===== config.mk =====
export PLATFORM = sky130hd
export DESIGN_NAME = ebi_top
export DESIGN_NICKNAME = d
export VERILOG_FILES = /design/src/rtl/ebi_csdec.v /design/src/rtl/ebi_waitgen.v /design/src/rtl/ebi_top.v
export VERILOG_INCLUDE_DIRS = /design/src /design/src/rtl
export SDC_FILE = /design/constraint.sdc
export NUM_CORES = 1
export LEC_CHECK = 0
export BUFFER_PORTS_ARGS = -buffer_cell sky130_fd_sc_hd__buf_2
export CORE_AREA = 2 2 146 148
export DETAILED_ROUTE_END_ITERATION = 7
export DIE_AREA = 0 0 148 150
export HOLD_SLACK_MARGIN = 0.15
export PLACE_DENSITY = 0.69
export SYNTH_ARGS = -nofsm -noshare
export SYNTH_HDL_FRONTEND = slang
export SYNTH_HIERARCHICAL = 1
export SYNTH_SLANG_ARGS = --single-unit

===== constraint.sdc =====
create_clock -name MCLK_IN -period 3.15 [get_ports MCLK_IN]
set_clock_uncertainty 0.1 [all_clocks]
set_input_delay 0.315 -clock MCLK_IN [delete_from_list [all_inputs] [get_ports MCLK_IN]]
set_output_delay 0.315 -clock MCLK_IN [all_outputs]
set_load 0.01 [all_outputs]

===== src/rtl/ebi_regs.vh =====
/*
 * constants for the external bus interface: pin widths, bus width codes,
 * chip select field layout, byte enable codes and state encodings.
 * assumes inclusion by bare name from the rtl files.
 */
`ifndef EBI_REGS_VH
`define EBI_REGS_VH

// ----------------------------------------------------------------------
// widths
// ----------------------------------------------------------------------
`define EBI_ADR_W        26
`define EBI_ASI_W        4
`define EBI_NCS          6
`define EBI_WAIT_W       4
`define EBI_RANGE_W      8
`define EBI_DRAM_W       12

// ----------------------------------------------------------------------
// bus width codes
// ----------------------------------------------------------------------
`define EBI_BW_8         2'h0
`define EBI_BW_16        2'h1
`define EBI_BW_32        2'h2

// ----------------------------------------------------------------------
// transfer sizes
// ----------------------------------------------------------------------
`define EBI_SZ_BYTE      2'h0
`define EBI_SZ_HALF      2'h1
`define EBI_SZ_WORD      2'h2
`define EBI_SZ_DBL       2'h3

// ----------------------------------------------------------------------
// system support control, global select enable
// ----------------------------------------------------------------------
`define EBI_SSC_CSEN     4

// ----------------------------------------------------------------------
// active-low byte enable codes, lane 0 in bit 3
// ----------------------------------------------------------------------
`define EBI_BE_B0        4'h7
`define EBI_BE_B1        4'hb
`define EBI_BE_B2        4'hd
`define EBI_BE_B3        4'he
`define EBI_BE_H0        4'h3
`define EBI_BE_H1        4'hc
`define EBI_BE_ALL       4'h0
`define EBI_BE_NONE      4'hf

// ----------------------------------------------------------------------
// sequencer states and reset values
// ----------------------------------------------------------------------
`define EBI_ST_IDLE      2'h0
`define EBI_ST_STRB      2'h1
`define EBI_ST_WAIT      2'h2
`define EBI_ADR_RST      26'h0000000
`define EBI_WAIT_ZERO    4'h0

`endif


===== src/rtl/ebi_csdec.v =====
/*
 * chip select decoder: one comparator per range select against its
 * base and mask, combinational. assumes the caller qualifies with the
 * strobe and registers the result.
 */
`timescale 1ns/1ps
`default_nettype none
`include "ebi_regs.vh"

module ebi_csdec (
  input  wire [`EBI_ADR_W-1:0]            adr_in,
  input  wire [`EBI_ASI_W-1:0]            asi_in,
  input  wire [5*`EBI_RANGE_W-1:0]        base_in,
  input  wire [5*`EBI_RANGE_W-1:0]        mask_in,
  input  wire                             csen_in,
  output reg  [`EBI_NCS-1:0]              hit_out
);

  // -------------------------------------------------------------------
  // decode
  // -------------------------------------------------------------------
  // upper 4 address bits count as zero, so the compared key is the top
  // address bits with the space identifier below them
  wire [`EBI_RANGE_W-1:0] key = {adr_in[`EBI_ADR_W-1:`EBI_ADR_W-4], asi_in};
  integer i;

  always @* begin
    hit_out = {`EBI_NCS{1'b0}};
    // boot select has no range and ignores the global enable
    hit_out[0] = ~(|hit_out[`EBI_NCS-1:1]);
    for (i = 1; i < `EBI_NCS; i = i + 1) begin
      hit_out[i] = csen_in &
        (((key ^ base_in[(i-1)*`EBI_RANGE_W +: `EBI_RANGE_W]) &
          ~mask_in[(i-1)*`EBI_RANGE_W +: `EBI_RANGE_W]) ==
         {`EBI_RANGE_W{1'b0}});
    end
    hit_out[0] = ~(|hit_out[`EBI_NCS-1:1]);
  end

endmodule // ebi_csdec
`default_nettype wire


===== src/rtl/ebi_waitgen.v =====
/*
 * wait-state counter: loads a count when a cycle starts and pulses ready
 * once the count has run out. assumes one start pulse per cycle.
 */
`timescale 1ns/1ps
`default_nettype none
`include "ebi_regs.vh"

module ebi_waitgen (
  input  wire                    clk_in,
  input  wire                    rst_n_in,
  input  wire                    start_in,
  input  wire [`EBI_WAIT_W-1:0]  waits_in,
  output reg                     ready_out
);

  reg [`EBI_WAIT_W-1:0] cnt_q;
  reg                   busy_q;

  // -------------------------------------------------------------------
  // count
  // -------------------------------------------------------------------
  always @(posedge clk_in or negedge rst_n_in) begin
    if (!rst_n_in) begin
      cnt_q     <= `EBI_WAIT_ZERO;
      busy_q    <= 1'b0;
      ready_out <= 1'b0;
    end else begin
      ready_out <= 1'b0;
      if (start_in) begin
        cnt_q  <= waits_in;
        busy_q <= 1'b1;
      end else if (busy_q) begin
        if (cnt_q == `EBI_WAIT_ZERO) begin
          busy_q    <= 1'b0;
          ready_out <= 1'b1;
        end else begin
          cnt_q <= cnt_q - 1'b1;
        end
      end
    end
  end

endmodule // ebi_waitgen
`default_nettype wire


===== src/rtl/ebi_top.v =====
/*
 * external bus interface signalling: starts bus cycles for the core,
 * drives word address, space identifier, strobe, byte enables, data and
 * chip selects, and generates ready after programmed waits. in bus
 * grant the pins turn to inputs and an external master's strobe starts
 * the select and wait logic. assumes all inputs synchronous to MCLK_IN.
 */
// How it works
// strobe low one clock at cycle start
// cycle runs from strobe until any ready
// word address on address bits 27..2
// narrow bus puts low address on lanes
// others ignore address when idle
// grant: address input, top bits zero
// dram enabled muxes row/column on 13..2
// space identifier timed like address
// grant: identifier input, upper bits zero
// grant: external strobe triggers selects, waits
// range selects need hit and global enable
// boot select always enabled
// ready generated after programmed clock count
// transfers aligned to their size
// narrow bus uses low data lines only
// write enables mark bytes; reads all
// others sample enables only in cycle
// grant: enables float, 16-bit lane2 input
// write enable codes per size, offset
`timescale 1ns/1ps
`default_nettype none
`include "ebi_regs.vh"

module ebi_top (
  input  wire                       MCLK_IN,
  input  wire                       RST_N_IN,
  // core request side
  input  wire                       REQ_IN,
  input  wire                       REQ_WRITE_IN,
  input  wire [1:0]                 REQ_SIZE_IN,
  input  wire [27:0]                REQ_ADDR_IN,
  input  wire [`EBI_ASI_W-1:0]      REQ_ASI_IN,
  input  wire [31:0]                REQ_WDATA_IN,
  output reg                        REQ_BUSY_OUT,
  output reg                        REQ_DONE_OUT,
  output reg                        REQ_ALIGN_ERR_OUT,
  output reg  [31:0]                REQ_RDATA_OUT,
  // configuration
  input  wire [1:0]                 BUS_WIDTH_IN,
  input  wire [7:0]                 SYSTEM_SUPPORT_CONTROL_IN,
  input  wire [5*`EBI_RANGE_W-1:0]  RANGE_BASE_REGISTER_IN,
  input  wire [5*`EBI_RANGE_W-1:0]  RANGE_MASK_REGISTER_IN,
  input  wire [6*`EBI_WAIT_W-1:0]   WAIT_COUNTS_IN,
  input  wire                       BUS_GRANT_IN,
  input  wire                       DRAM_EN_IN,
  input  wire                       DRAM_COL_PHASE_IN,
  // pins
  input  wire [`EBI_ADR_W-1:0]      ADR_IN,
  output reg  [`EBI_ADR_W-1:0]      ADR_OUT,
  output reg                        ADR_OE_N_OUT,
  input  wire [`EBI_ASI_W-1:0]      SPACE_IDENTIFIER_LINES_IN,
  output reg  [`EBI_ASI_W-1:0]      SPACE_IDENTIFIER_LINES_OUT,
  input  wire                       ADDRESS_STROBE_N_IN,
  output reg                        ADDRESS_STROBE_N_OUT,
  output reg                        ADDRESS_STROBE_OE_N_OUT,
  input  wire [3:0]                 BYTE_LANE_ENABLES_N_IN,
  output reg  [3:0]                 BYTE_LANE_ENABLES_N_OUT,
  output reg                        BYTE_LANE_OE_N_OUT,
  input  wire [31:0]                DATA_IN,
  output reg  [31:0]                DATA_OUT,
  output reg  [3:0]                 DATA_OE_N_OUT,
  input  wire                       READY_N_IN,
  output reg                        GENERATED_READY_OUT,
  output reg                        BOOT_SELECT_N_OUT,
  output reg  [`EBI_NCS-2:0]        RANGE_SELECT_N_OUT,
  output reg                        GRANT_ADR1_OUT
);

  // -------------------------------------------------------------------
  // functions
  // -------------------------------------------------------------------
  function misaligned;
    input [1:0] size;
    input [2:0] a;
    begin
      case (size)
        `EBI_SZ_BYTE: misaligned = 1'b0;
        `EBI_SZ_HALF: misaligned = a[0];
        `EBI_SZ_WORD: misaligned = |a[1:0];
        default:      misaligned = |a[2:0];
      endcase
    end
  endfunction

  // active-low enables for a write on a full-width bus
  function [3:0] wr_enables;
    input [1:0] size;
    input [1:0] a;
    begin
      case (size)
        `EBI_SZ_BYTE:
          case (a)
            2'h0:    wr_enables = `EBI_BE_B0;
            2'h1:    wr_enables = `EBI_BE_B1;
            2'h2:    wr_enables = `EBI_BE_B2;
            default: wr_enables = `EBI_BE_B3;
          endcase
        `EBI_SZ_HALF:
          wr_enables = a[1] ? `EBI_BE_H1 : `EBI_BE_H0;
        default: wr_enables = `EBI_BE_ALL;
      endcase
    end
  endfunction

  // pin vector carries lane 0 in bit 0; the code above has lane 0 in
  // bit 3, so flip it on the way out
  function [3:0] flip4;
    input [3:0] v;
    begin
      flip4 = {v[0], v[1], v[2], v[3]};
    end
  endfunction

  // -------------------------------------------------------------------
  // state
  // -------------------------------------------------------------------
  reg [1:0]             st_q;
  reg [1:0]             st_d;
  reg [`EBI_WAIT_W-1:0] waits_sel;
  reg [`EBI_NCS-1:0]    cs_q;
  wire [`EBI_NCS-1:0]   cs_hit;
  wire                  gen_rdy;
  integer               k;

  wire [`EBI_ADR_W-1:0] dec_adr = BUS_GRANT_IN ? ADR_IN
                                  : REQ_ADDR_IN[27:2];
  wire [`EBI_ASI_W-1:0] dec_asi = BUS_GRANT_IN ? SPACE_IDENTIFIER_LINES_IN
                                  : REQ_ASI_IN;
  wire own_start = !BUS_GRANT_IN && st_q == `EBI_ST_IDLE && REQ_IN &&
                   !misaligned(REQ_SIZE_IN, REQ_ADDR_IN[2:0]);
  wire ext_start = BUS_GRANT_IN && !ADDRESS_STROBE_N_IN;
  wire start     = own_start | ext_start;
  wire any_rdy   = !READY_N_IN | gen_rdy;

  ebi_csdec u_csdec (
    .adr_in  (dec_adr),
    .asi_in  (dec_asi),
    .base_in (RANGE_BASE_REGISTER_IN),
    .mask_in (RANGE_MASK_REGISTER_IN),
    .csen_in (SYSTEM_SUPPORT_CONTROL_IN[`EBI_SSC_CSEN]),
    .hit_out (cs_hit)
  );

  always @* begin
    waits_sel = `EBI_WAIT_ZERO;
    for (k = 0; k < `EBI_NCS; k = k + 1) begin
      if (cs_hit[k])
        waits_sel = WAIT_COUNTS_IN[k*`EBI_WAIT_W +: `EBI_WAIT_W];
    end
  end

  ebi_waitgen u_wait (
    .clk_in    (MCLK_IN),
    .rst_n_in  (RST_N_IN),
    .start_in  (start),
    .waits_in  (waits_sel),
    .ready_out (gen_rdy)
  );

  // -------------------------------------------------------------------
  // sequencer
  // -------------------------------------------------------------------
  always @* begin
    st_d = st_q;
    case (st_q)
      `EBI_ST_IDLE: begin
        if (own_start)
          st_d = `EBI_ST_STRB;
      end
      `EBI_ST_STRB: begin
        st_d = any_rdy ? `EBI_ST_IDLE : `EBI_ST_WAIT;
      end
      `EBI_ST_WAIT: begin
        if (any_rdy)
          st_d = `EBI_ST_IDLE;
      end
      default: st_d = `EBI_ST_IDLE;
    endcase
  end

  // -------------------------------------------------------------------
  // pin and status registers
  // -------------------------------------------------------------------
  always @(posedge MCLK_IN or negedge RST_N_IN) begin
    if (!RST_N_IN) begin
      st_q                       <= `EBI_ST_IDLE;
      cs_q                       <= {`EBI_NCS{1'b0}};
      REQ_BUSY_OUT               <= 1'b0;
      REQ_DONE_OUT               <= 1'b0;
      REQ_ALIGN_ERR_OUT          <= 1'b0;
      REQ_RDATA_OUT              <= 32'h00000000;
      ADR_OUT                    <= `EBI_ADR_RST;
      ADR_OE_N_OUT               <= 1'b1;
      SPACE_IDENTIFIER_LINES_OUT <= {`EBI_ASI_W{1'b0}};
      ADDRESS_STROBE_N_OUT       <= 1'b1;
      ADDRESS_STROBE_OE_N_OUT    <= 1'b1;
      BYTE_LANE_ENABLES_N_OUT    <= `EBI_BE_NONE;
      BYTE_LANE_OE_N_OUT         <= 1'b1;
      DATA_OUT                   <= 32'h00000000;
      DATA_OE_N_OUT              <= 4'hf;
      GENERATED_READY_OUT        <= 1'b0;
      BOOT_SELECT_N_OUT          <= 1'b1;
      RANGE_SELECT_N_OUT         <= {(`EBI_NCS-1){1'b1}};
      GRANT_ADR1_OUT             <= 1'b0;
    end else begin
      st_q                 <= st_d;
      REQ_DONE_OUT         <= 1'b0;
      REQ_ALIGN_ERR_OUT    <= !BUS_GRANT_IN && st_q == `EBI_ST_IDLE &&
                              REQ_IN &&
                              misaligned(REQ_SIZE_IN, REQ_ADDR_IN[2:0]);
      ADDRESS_STROBE_N_OUT <= !own_start;
      GENERATED_READY_OUT  <= gen_rdy;
      // in grant the pins are inputs; the address, strobe and byte lane enables stay high
      ADR_OE_N_OUT            <= BUS_GRANT_IN;
      ADDRESS_STROBE_OE_N_OUT <= BUS_GRANT_IN;
      BYTE_LANE_OE_N_OUT      <= BUS_GRANT_IN;
      // lane 2 carries address bit 1 at its true level, as when driven
      GRANT_ADR1_OUT <= BUS_GRANT_IN && BUS_WIDTH_IN == `EBI_BW_16 &&
                        BYTE_LANE_ENABLES_N_IN[2];
      if (start) begin
        cs_q    <= cs_hit;
      end else if (any_rdy) begin
        cs_q    <= {`EBI_NCS{1'b0}};
      end
      BOOT_SELECT_N_OUT  <= !(start ? cs_hit[0] : (cs_q[0] && !any_rdy));
      RANGE_SELECT_N_OUT <= ~(start ? cs_hit[`EBI_NCS-1:1]
                             : (cs_q[`EBI_NCS-1:1] &
                                {(`EBI_NCS-1){!any_rdy}}));
      if (st_d != `EBI_ST_IDLE)
        REQ_BUSY_OUT <= 1'b1;
      else
        REQ_BUSY_OUT <= 1'b0;
      if (own_start) begin
        // dram multiplexing replaces the low word address bits
        ADR_OUT <= REQ_ADDR_IN[27:2];
        if (DRAM_EN_IN && DRAM_COL_PHASE_IN)
          ADR_OUT[`EBI_DRAM_W-1:0] <=
            {REQ_ADDR_IN[27:26], REQ_ADDR_IN[25:16]};
        SPACE_IDENTIFIER_LINES_OUT <= REQ_ASI_IN;
        if (REQ_WRITE_IN && BUS_WIDTH_IN == `EBI_BW_32)
          BYTE_LANE_ENABLES_N_OUT <=
            flip4(wr_enables(REQ_SIZE_IN, REQ_ADDR_IN[1:0]));
        else
          BYTE_LANE_ENABLES_N_OUT <= `EBI_BE_ALL;
        if (BUS_WIDTH_IN == `EBI_BW_8) begin
          BYTE_LANE_ENABLES_N_OUT[2] <= REQ_ADDR_IN[1];
          BYTE_LANE_ENABLES_N_OUT[3] <= REQ_ADDR_IN[0];
        end else if (BUS_WIDTH_IN == `EBI_BW_16) begin
          BYTE_LANE_ENABLES_N_OUT[2] <= REQ_ADDR_IN[1];
        end
        DATA_OUT <= REQ_WDATA_IN;
        if (REQ_WRITE_IN) begin
          case (BUS_WIDTH_IN)
            `EBI_BW_8:  DATA_OE_N_OUT <= 4'he;
            `EBI_BW_16: DATA_OE_N_OUT <= 4'hc;
            default:    DATA_OE_N_OUT <= 4'h0;
          endcase
        end else begin
          DATA_OE_N_OUT <= 4'hf;
        end
      end else if (st_q != `EBI_ST_IDLE && any_rdy) begin
        REQ_DONE_OUT <= 1'b1;
        DATA_OE_N_OUT <= 4'hf;
        case (BUS_WIDTH_IN)
          `EBI_BW_8:  REQ_RDATA_OUT <= {24'h000000, DATA_IN[7:0]};
          `EBI_BW_16: REQ_RDATA_OUT <= {16'h0000, DATA_IN[15:0]};
          default:    REQ_RDATA_OUT <= DATA_IN;
        endcase
      end
    end
  end

endmodule // ebi_top
`default_nettype wire


==> metrics.yaml, run 1 <==
status: "completed"
wl_per_cell_um: 15.4
final_nets: 1355
start_util: 0.301
synth_fp_nets: 919
slowest_stage: "dlygate4sd3_1"
placed_cell_area_um2: 8210
syn-cell-area_um2: 6220
die_area_um2: 22200
ioPinCount: 372
fin_ws_ps: 79.5
path_buf_inv: 4
max_slew_margin: 0.309
cts_setup_buffers: 0
crit_family: "buffers and inverters"
cts_buffers: 17
coreArea_um2: 20700
placementRows: 53
holdPathStages: 3
clk_latency_ps: 410
overflow: 0
drv_cap: 0
leakage_nw: 5.23
cts-root-buf: "clkbuf_16"
io_buffers: 339
period_share: 0.975
wl_um: 21300
grt_max_degree: 71
clkTransAtPathRegs_ps: 60
antenna_found_initial: 0
diodes: 0
avgSynthCellArea_um2: 9.38
startpoint: "REQ_ADDR_IN[27]"
gp_congestion: 0.900
finalSetupViolations: 0
cts_tree: "yes"
drc: 0
cts_sinks: 128
hpwl_um: 14800
powerDensity_nw_per_um2: 628
r2r_cells: 6
worstReg2RegEnd: "DATA_OE_N_OUT[0]$_DFFE_PN1P_"
worstHoldPathType: "input pin to flip-flop"
cts_buffer_depth: 2
grt_pass1_wl_um: 32600
nFillCells: 1906
preCtsSetupSlack_ps: -151
fin_crit_ps: 3070
end_kind: "flip-flop"
first_pass_iters: 5
r2r_start: "u_wait/ready_out$_DFF_PN0_"
die_height_um: 150
via_per_inst: 4.53
hold_path_end: "BYTE_LANE_ENABLES_N_OUT[0]$_DFFE_PN1P_"
die-width_um: 148
final_core_util: 0.478
worstSetupPathType: "input pin to flip-flop"
max_stage_delay_ps: 540
cp.required_ps: 3350
r2r_slack_ps: 840
rsz0062_at_grt: "true"
syn-instance-count: 663
final_cell_area_um2: 9880
fmax_mhz: 326
finalHoldViolCount: 0
worstMarginPinSlew_ps: 1030
yosys_warnings: 6
h-tree-depth: 4
ant_nets: 0
start_kind: "input pin"
cp_cell_sequence: "dlygate4sd3_1, buf_2, mux2_4, buf_12, xnor2_1, o22ai_1, buf_4, nor3_4, nor2_1, nor4b_4, nor2b_4, a221oi_1, a211o_1, a31oi_1, nand2_1, o311ai_1"
slew_viol_final: 0
drt-initial-drc-count: 245
num_vias: 6290
grt_pass1_vias: 6337
fin_setup_tns_ps: 0
worstPathMaxFanout: 4
layout-drive-gt1-share: 0.411
layout_commonest_cell: "buf_2"
mostFrequentLayoutCells: "335 x buf_2, 253 x nand2_1, 113 x dfrtp_1, 99 x dlygate4sd3_1, 32 x xnor2_1"
vdd_drop_max_v: 0.000360
hold_start: "REQ_ADDR_IN[1]"
grt_usage: 0.188
area_growth_pct: 58.8
arrival_ps: 3270
==> worst min-delay path, stage by stage <==
cell and delay, ps:
buf_2 130, o21ai_0 190, o21ai_1 60
==> how the worst max path moves through the flow <==
stage,end,slack [ps],depth (start not counted)
after global routing,u_wait/cnt_q[3]$_DFFE_PN0P_,-6,15
after detailed placement,u_wait/cnt_q[0]$_DFFE_PN0P_,-150,13
after floorplan,u_wait/cnt_q[3]$_DFFE_PN0P_,-50,15
final,u_wait/cnt_q[0]$_DFFE_PN0P_,80,16
after CTS,u_wait/cnt_q[0]$_DFFE_PN0P_,20,16
after global placement,u_wait/cnt_q[3]$_DFFE_PN0P_,-50,13
==> where the power goes <==
part	switching [mW]	internal [mW]
sequential	0.255	2.12
combinational	1.01	0.881
clock	0.755	1.19
total	2.02	4.19
==> timing repair <==
action                                  in CTS  in global routing
hold buffers                               100                  0
endpoints found under the hold margin      155                  0
endpoints found under the setup margin       0                  4
resized for setup                            0                 20
==> layer usage <==
metal / part of all wire / track usage
met1: 0.41 / 0.237
met5: 0 / 0
met4: 0.026 / 0.0738
met3: 0.066 / 0.0466
met2: 0.50 / 0.310
==> cell type report <==
type	count	area, um2	share of cell area
Clock buffer	19	443	0.0448
Tap cell	275	344	0.0348
Sequential cell	128	3220	0.326
Timing Repair Buffer	463	2930	0.297
Inverter	11	41.3	0.00418
Multi-Input combinational cell	478	2760	0.279
Clock inverter	13	138	0.0139
==> through the flow <==
step / total power [mW] / cells / hold WS, ps
final: 6.21 / 1387 / 198
after global routing: 6.59 / 1387 / 201
after CTS: 6.23 / 1390 / 183
after detailed placement: 4.16 / 1258 / 264
after global placement: 4.11 / 1258 / 259
after floorplan: 3.35 / 663 / -80.6
==> flip-flops by register name, summed over array words and instances (netlist names) <==
signal / flops
GRANT_ADR1_OUT: 1
BYTE_LANE_OE_N_OUT: 1
REQ_ALIGN_ERR_OUT: 1
cs_q: 6
REQ_RDATA_OUT: 32
SPACE_IDENTIFIER_LINES_OUT: 4
st_q: 2
u_wait/busy_q: 1
u_wait/cnt_q: 4
DATA_OE_N_OUT: 3
ADDRESS_STROBE_N_OUT: 1
BYTE_LANE_ENABLES_N_OUT: 4
REQ_BUSY_OUT: 1
ADR_OUT: 26
u_wait/ready_out: 1
RANGE_SELECT_N_OUT: 5
REQ_DONE_OUT: 1
DATA_OUT: 32
BOOT_SELECT_N_OUT: 1
GENERATED_READY_OUT: 1
Power figures use the tool's default switching activity.
==> inputs of run 2 (changes only) <==
--- a/config.mk
+++ b/config.mk
@@ -11,8 +11,7 @@
 export DETAILED_ROUTE_END_ITERATION = 7
 export DIE_AREA = 0 0 148 150
 export HOLD_SLACK_MARGIN = 0.15
-export PLACE_DENSITY = 0.69
+export PLACE_DENSITY = 0.67
 export SYNTH_ARGS = -nofsm -noshare
 export SYNTH_HDL_FRONTEND = slang
-export SYNTH_HIERARCHICAL = 1
 export SYNTH_SLANG_ARGS = --single-unit
==> run 2 against run 1 <==
Against the previous run:
- die area unchanged
- area after synthesis decreased by 1.4%
- synthesized cell count increased by 0.30%
- sequential power decreased by 3%
- via count unchanged
- first-iteration DRC count increased by 9.8%
- clock power increased by 5%
- worst hold slack got worse by 29 ps
- critical path type unchanged
- largest cell class unchanged
- largest power group unchanged
- highest routed layer unchanged
==> metrics.yaml, run 2 <==
finalHoldViolCount: 0
area_growth_pct: 60.9
grt_pass1_vias: 6389
wl_per_cell_um: 15.1
worstPathMaxFanout: 5
synth_ff_type: "dfrtp_1"
mostFrequentLayoutCells: "338 x buf_2, 248 x nand2_1, 113 x dfrtp_1, 110 x dlygate4sd3_1, 33 x nand3_1"
num_vias: 6290
clkTransAtPathRegs_ps: 60
antenna_found_initial: 0
period_share: 0.962
status: "completed"
die_height_um: 150
worstSetupPathType: "input pin to flip-flop"
hold_start: "WAIT_COUNTS_IN[16]"
cts_buffers: 17
cts_tree: "yes"
layout-drive-gt1-share: 0.375
synth_cell_types: 52
synth_fp_nets: 921
die_area_um2: 22200
grt_usage: 0.188
first_pass_iters: 4
diodes: 0
h-tree-depth: 4
layout_commonest_cell: "buf_2"
r2r_cells: 6
final_core_util: 0.477
cts_sinks: 128
worstMarginPinSlew_ps: 1030
ys_async_sr_fraction: 1.00
r2r_start: "u_wait.ready_out$_DFF_PN0_"
die-width_um: 148
leakage_nw: 5.25
grt_pass1_wl_um: 32500
ys_ff_latch: 128
avgSynthCellArea_um2: 9.23
overflow: 0
start_kind: "input pin"
worstHoldPathType: "input pin to flip-flop"
hold_path_end: "u_wait.cnt_q[0]$_DFFE_PN0P_"
syn-instance-count: 665
finalSetupViolations: 0
cp.required_ps: 3330
slew_viol_final: 0
drc: 0
ioPinCount: 372
wl_um: 21200
yosysTopAreaCell: "dfrtp_1"
max_slew_margin: 0.307
start_util: 0.297
synth_area_leaders: "dfrtp_1 46%, nand2_1 15%, dfstp_2 6.4%"
io_buffers: 339
clk_latency_ps: 410
arrival_ps: 3220
drt-initial-drc-count: 269
cts_buffer_depth: 2
ant_nets: 0
hpwl_um: 15000
synthMostInstantiatedCell: "nand2_1"
worstReg2RegEnd: "DATA_OE_N_OUT[0]$_DFFE_PN1P_"
vdd_drop_max_v: 0.000321
yosys_warnings: 0
grt_max_degree: 89
gp_congestion: 0.879
reg.largest.list: "DATA_OUT (32), REQ_RDATA_OUT (32), ADR_OUT (26)"
fmax_mhz: 330
final_nets: 1368
synth_edf_count: 0
placementRows: 53
fin_crit_ps: 3030
coreArea_um2: 20700
synth_common_cells: "248 x nand2_1, 113 x dfrtp_1, 33 x nand3_1"
fin_setup_tns_ps: 0
holdPathStages: 3
powerDensity_nw_per_um2: 612
r2r_slack_ps: 790
rsz0062_at_grt: "false"
drv_cap: 0
cts-root-buf: "clkbuf_16"
via_per_inst: 4.49
ys_seq_area_frac: 0.525
syn-cell-area_um2: 6130
end_kind: "flip-flop"
synth_top_area_frac: 0.461
## run 2: repair_timing
item	4_1_cts	5_1_grt
hold endpoints to repair	167	0
hold buffers	110	0
buffers inserted	0	0
endpoints found under the setup margin	0	3
resized for setup	0	1
## run 2: logic make-up after synthesis
kind of cell / count (synthesis) / share of synthesized area
simple gates: 349 / 0.241
flops: 128 / 0.525
compound gates: 72 / 0.0802
buf+inv: 50 / 0.0339
mux: 36 / 0.0736
xor+xnor: 29 / 0.0439
fa+ha+maj: 1 / 0.00204
## run 2: critical path: stages
cell and delay (ps):
dlygate4sd3_1 530, buf_2 140, mux2i_2 270, buf_4 210, mux2i_1 180, o2111a_1 280
and3_1 330, nor2_2 110, a22oi_1 180, dlygate4sd3_1 590, a31oi_1 80
## run 2: worst max path at each step
stage / from / endpoint / slack [ps] / cells past startpoint
detailed placement: BUS_GRANT_IN / u_wait.cnt_q[1]$_DFFE_PN0P_ / 230 / 8
global route: REQ_ADDR_IN[27] / u_wait.cnt_q[2]$_DFFE_PN0P_ / 0.8 / 10
floorplan: BUS_GRANT_IN / u_wait.cnt_q[1]$_DFFE_PN0P_ / 760 / 8
CTS: REQ_ADDR_IN[26] / u_wait.cnt_q[1]$_DFFE_PN0P_ / 160 / 10
global placement: BUS_GRANT_IN / u_wait.cnt_q[1]$_DFFE_PN0P_ / 230 / 8
finish: REQ_ASI_IN[1] / u_wait.cnt_q[2]$_DFFE_PN0P_ / 120 / 11
## run 2: per-layer routing
metal	wire length, um	global-route usage	vias to the layer above
met5	0	0	-
met4	704	0.0824	0
met3	1390	0.0451	36
met2	10900	0.342	280
met1	8170	0.209	2903
li1	-	-	3071
## run 2: cell type report
cell class	count	area (um2)
Fill cell	1973	10800
Sequential cell	128	3220
Timing Repair Buffer	462	2910
Multi-Input combinational cell	487	2710
Clock buffer	18	439
Tap cell	275	344
Clock inverter	14	180
Inverter	16	60.1
## run 2: stage by stage
stage	instances	instance area [um2]	total power [mW]	setup slack, ps	hold slack (ps)
6_report	1400	9870	6.04	118	169
5_1_grt	1400	9870	6.42	0.791	158
4_1_cts	1400	9870	6.10	163	154
3_5_place_dp	1258	8150	3.92	226	274
3_3_place_gp	1258	8150	3.87	230	259
2_1_floorplan	665	6130	3.13	759	-80.6
## run 2: power breakdown
group	total, mW	leakage (nW)	switching (mW)	internal [mW]
logic	1.70	3.36	0.924	0.778
registers	2.30	1.59	0.225	2.07
clock network	2.04	0.297	0.762	1.28
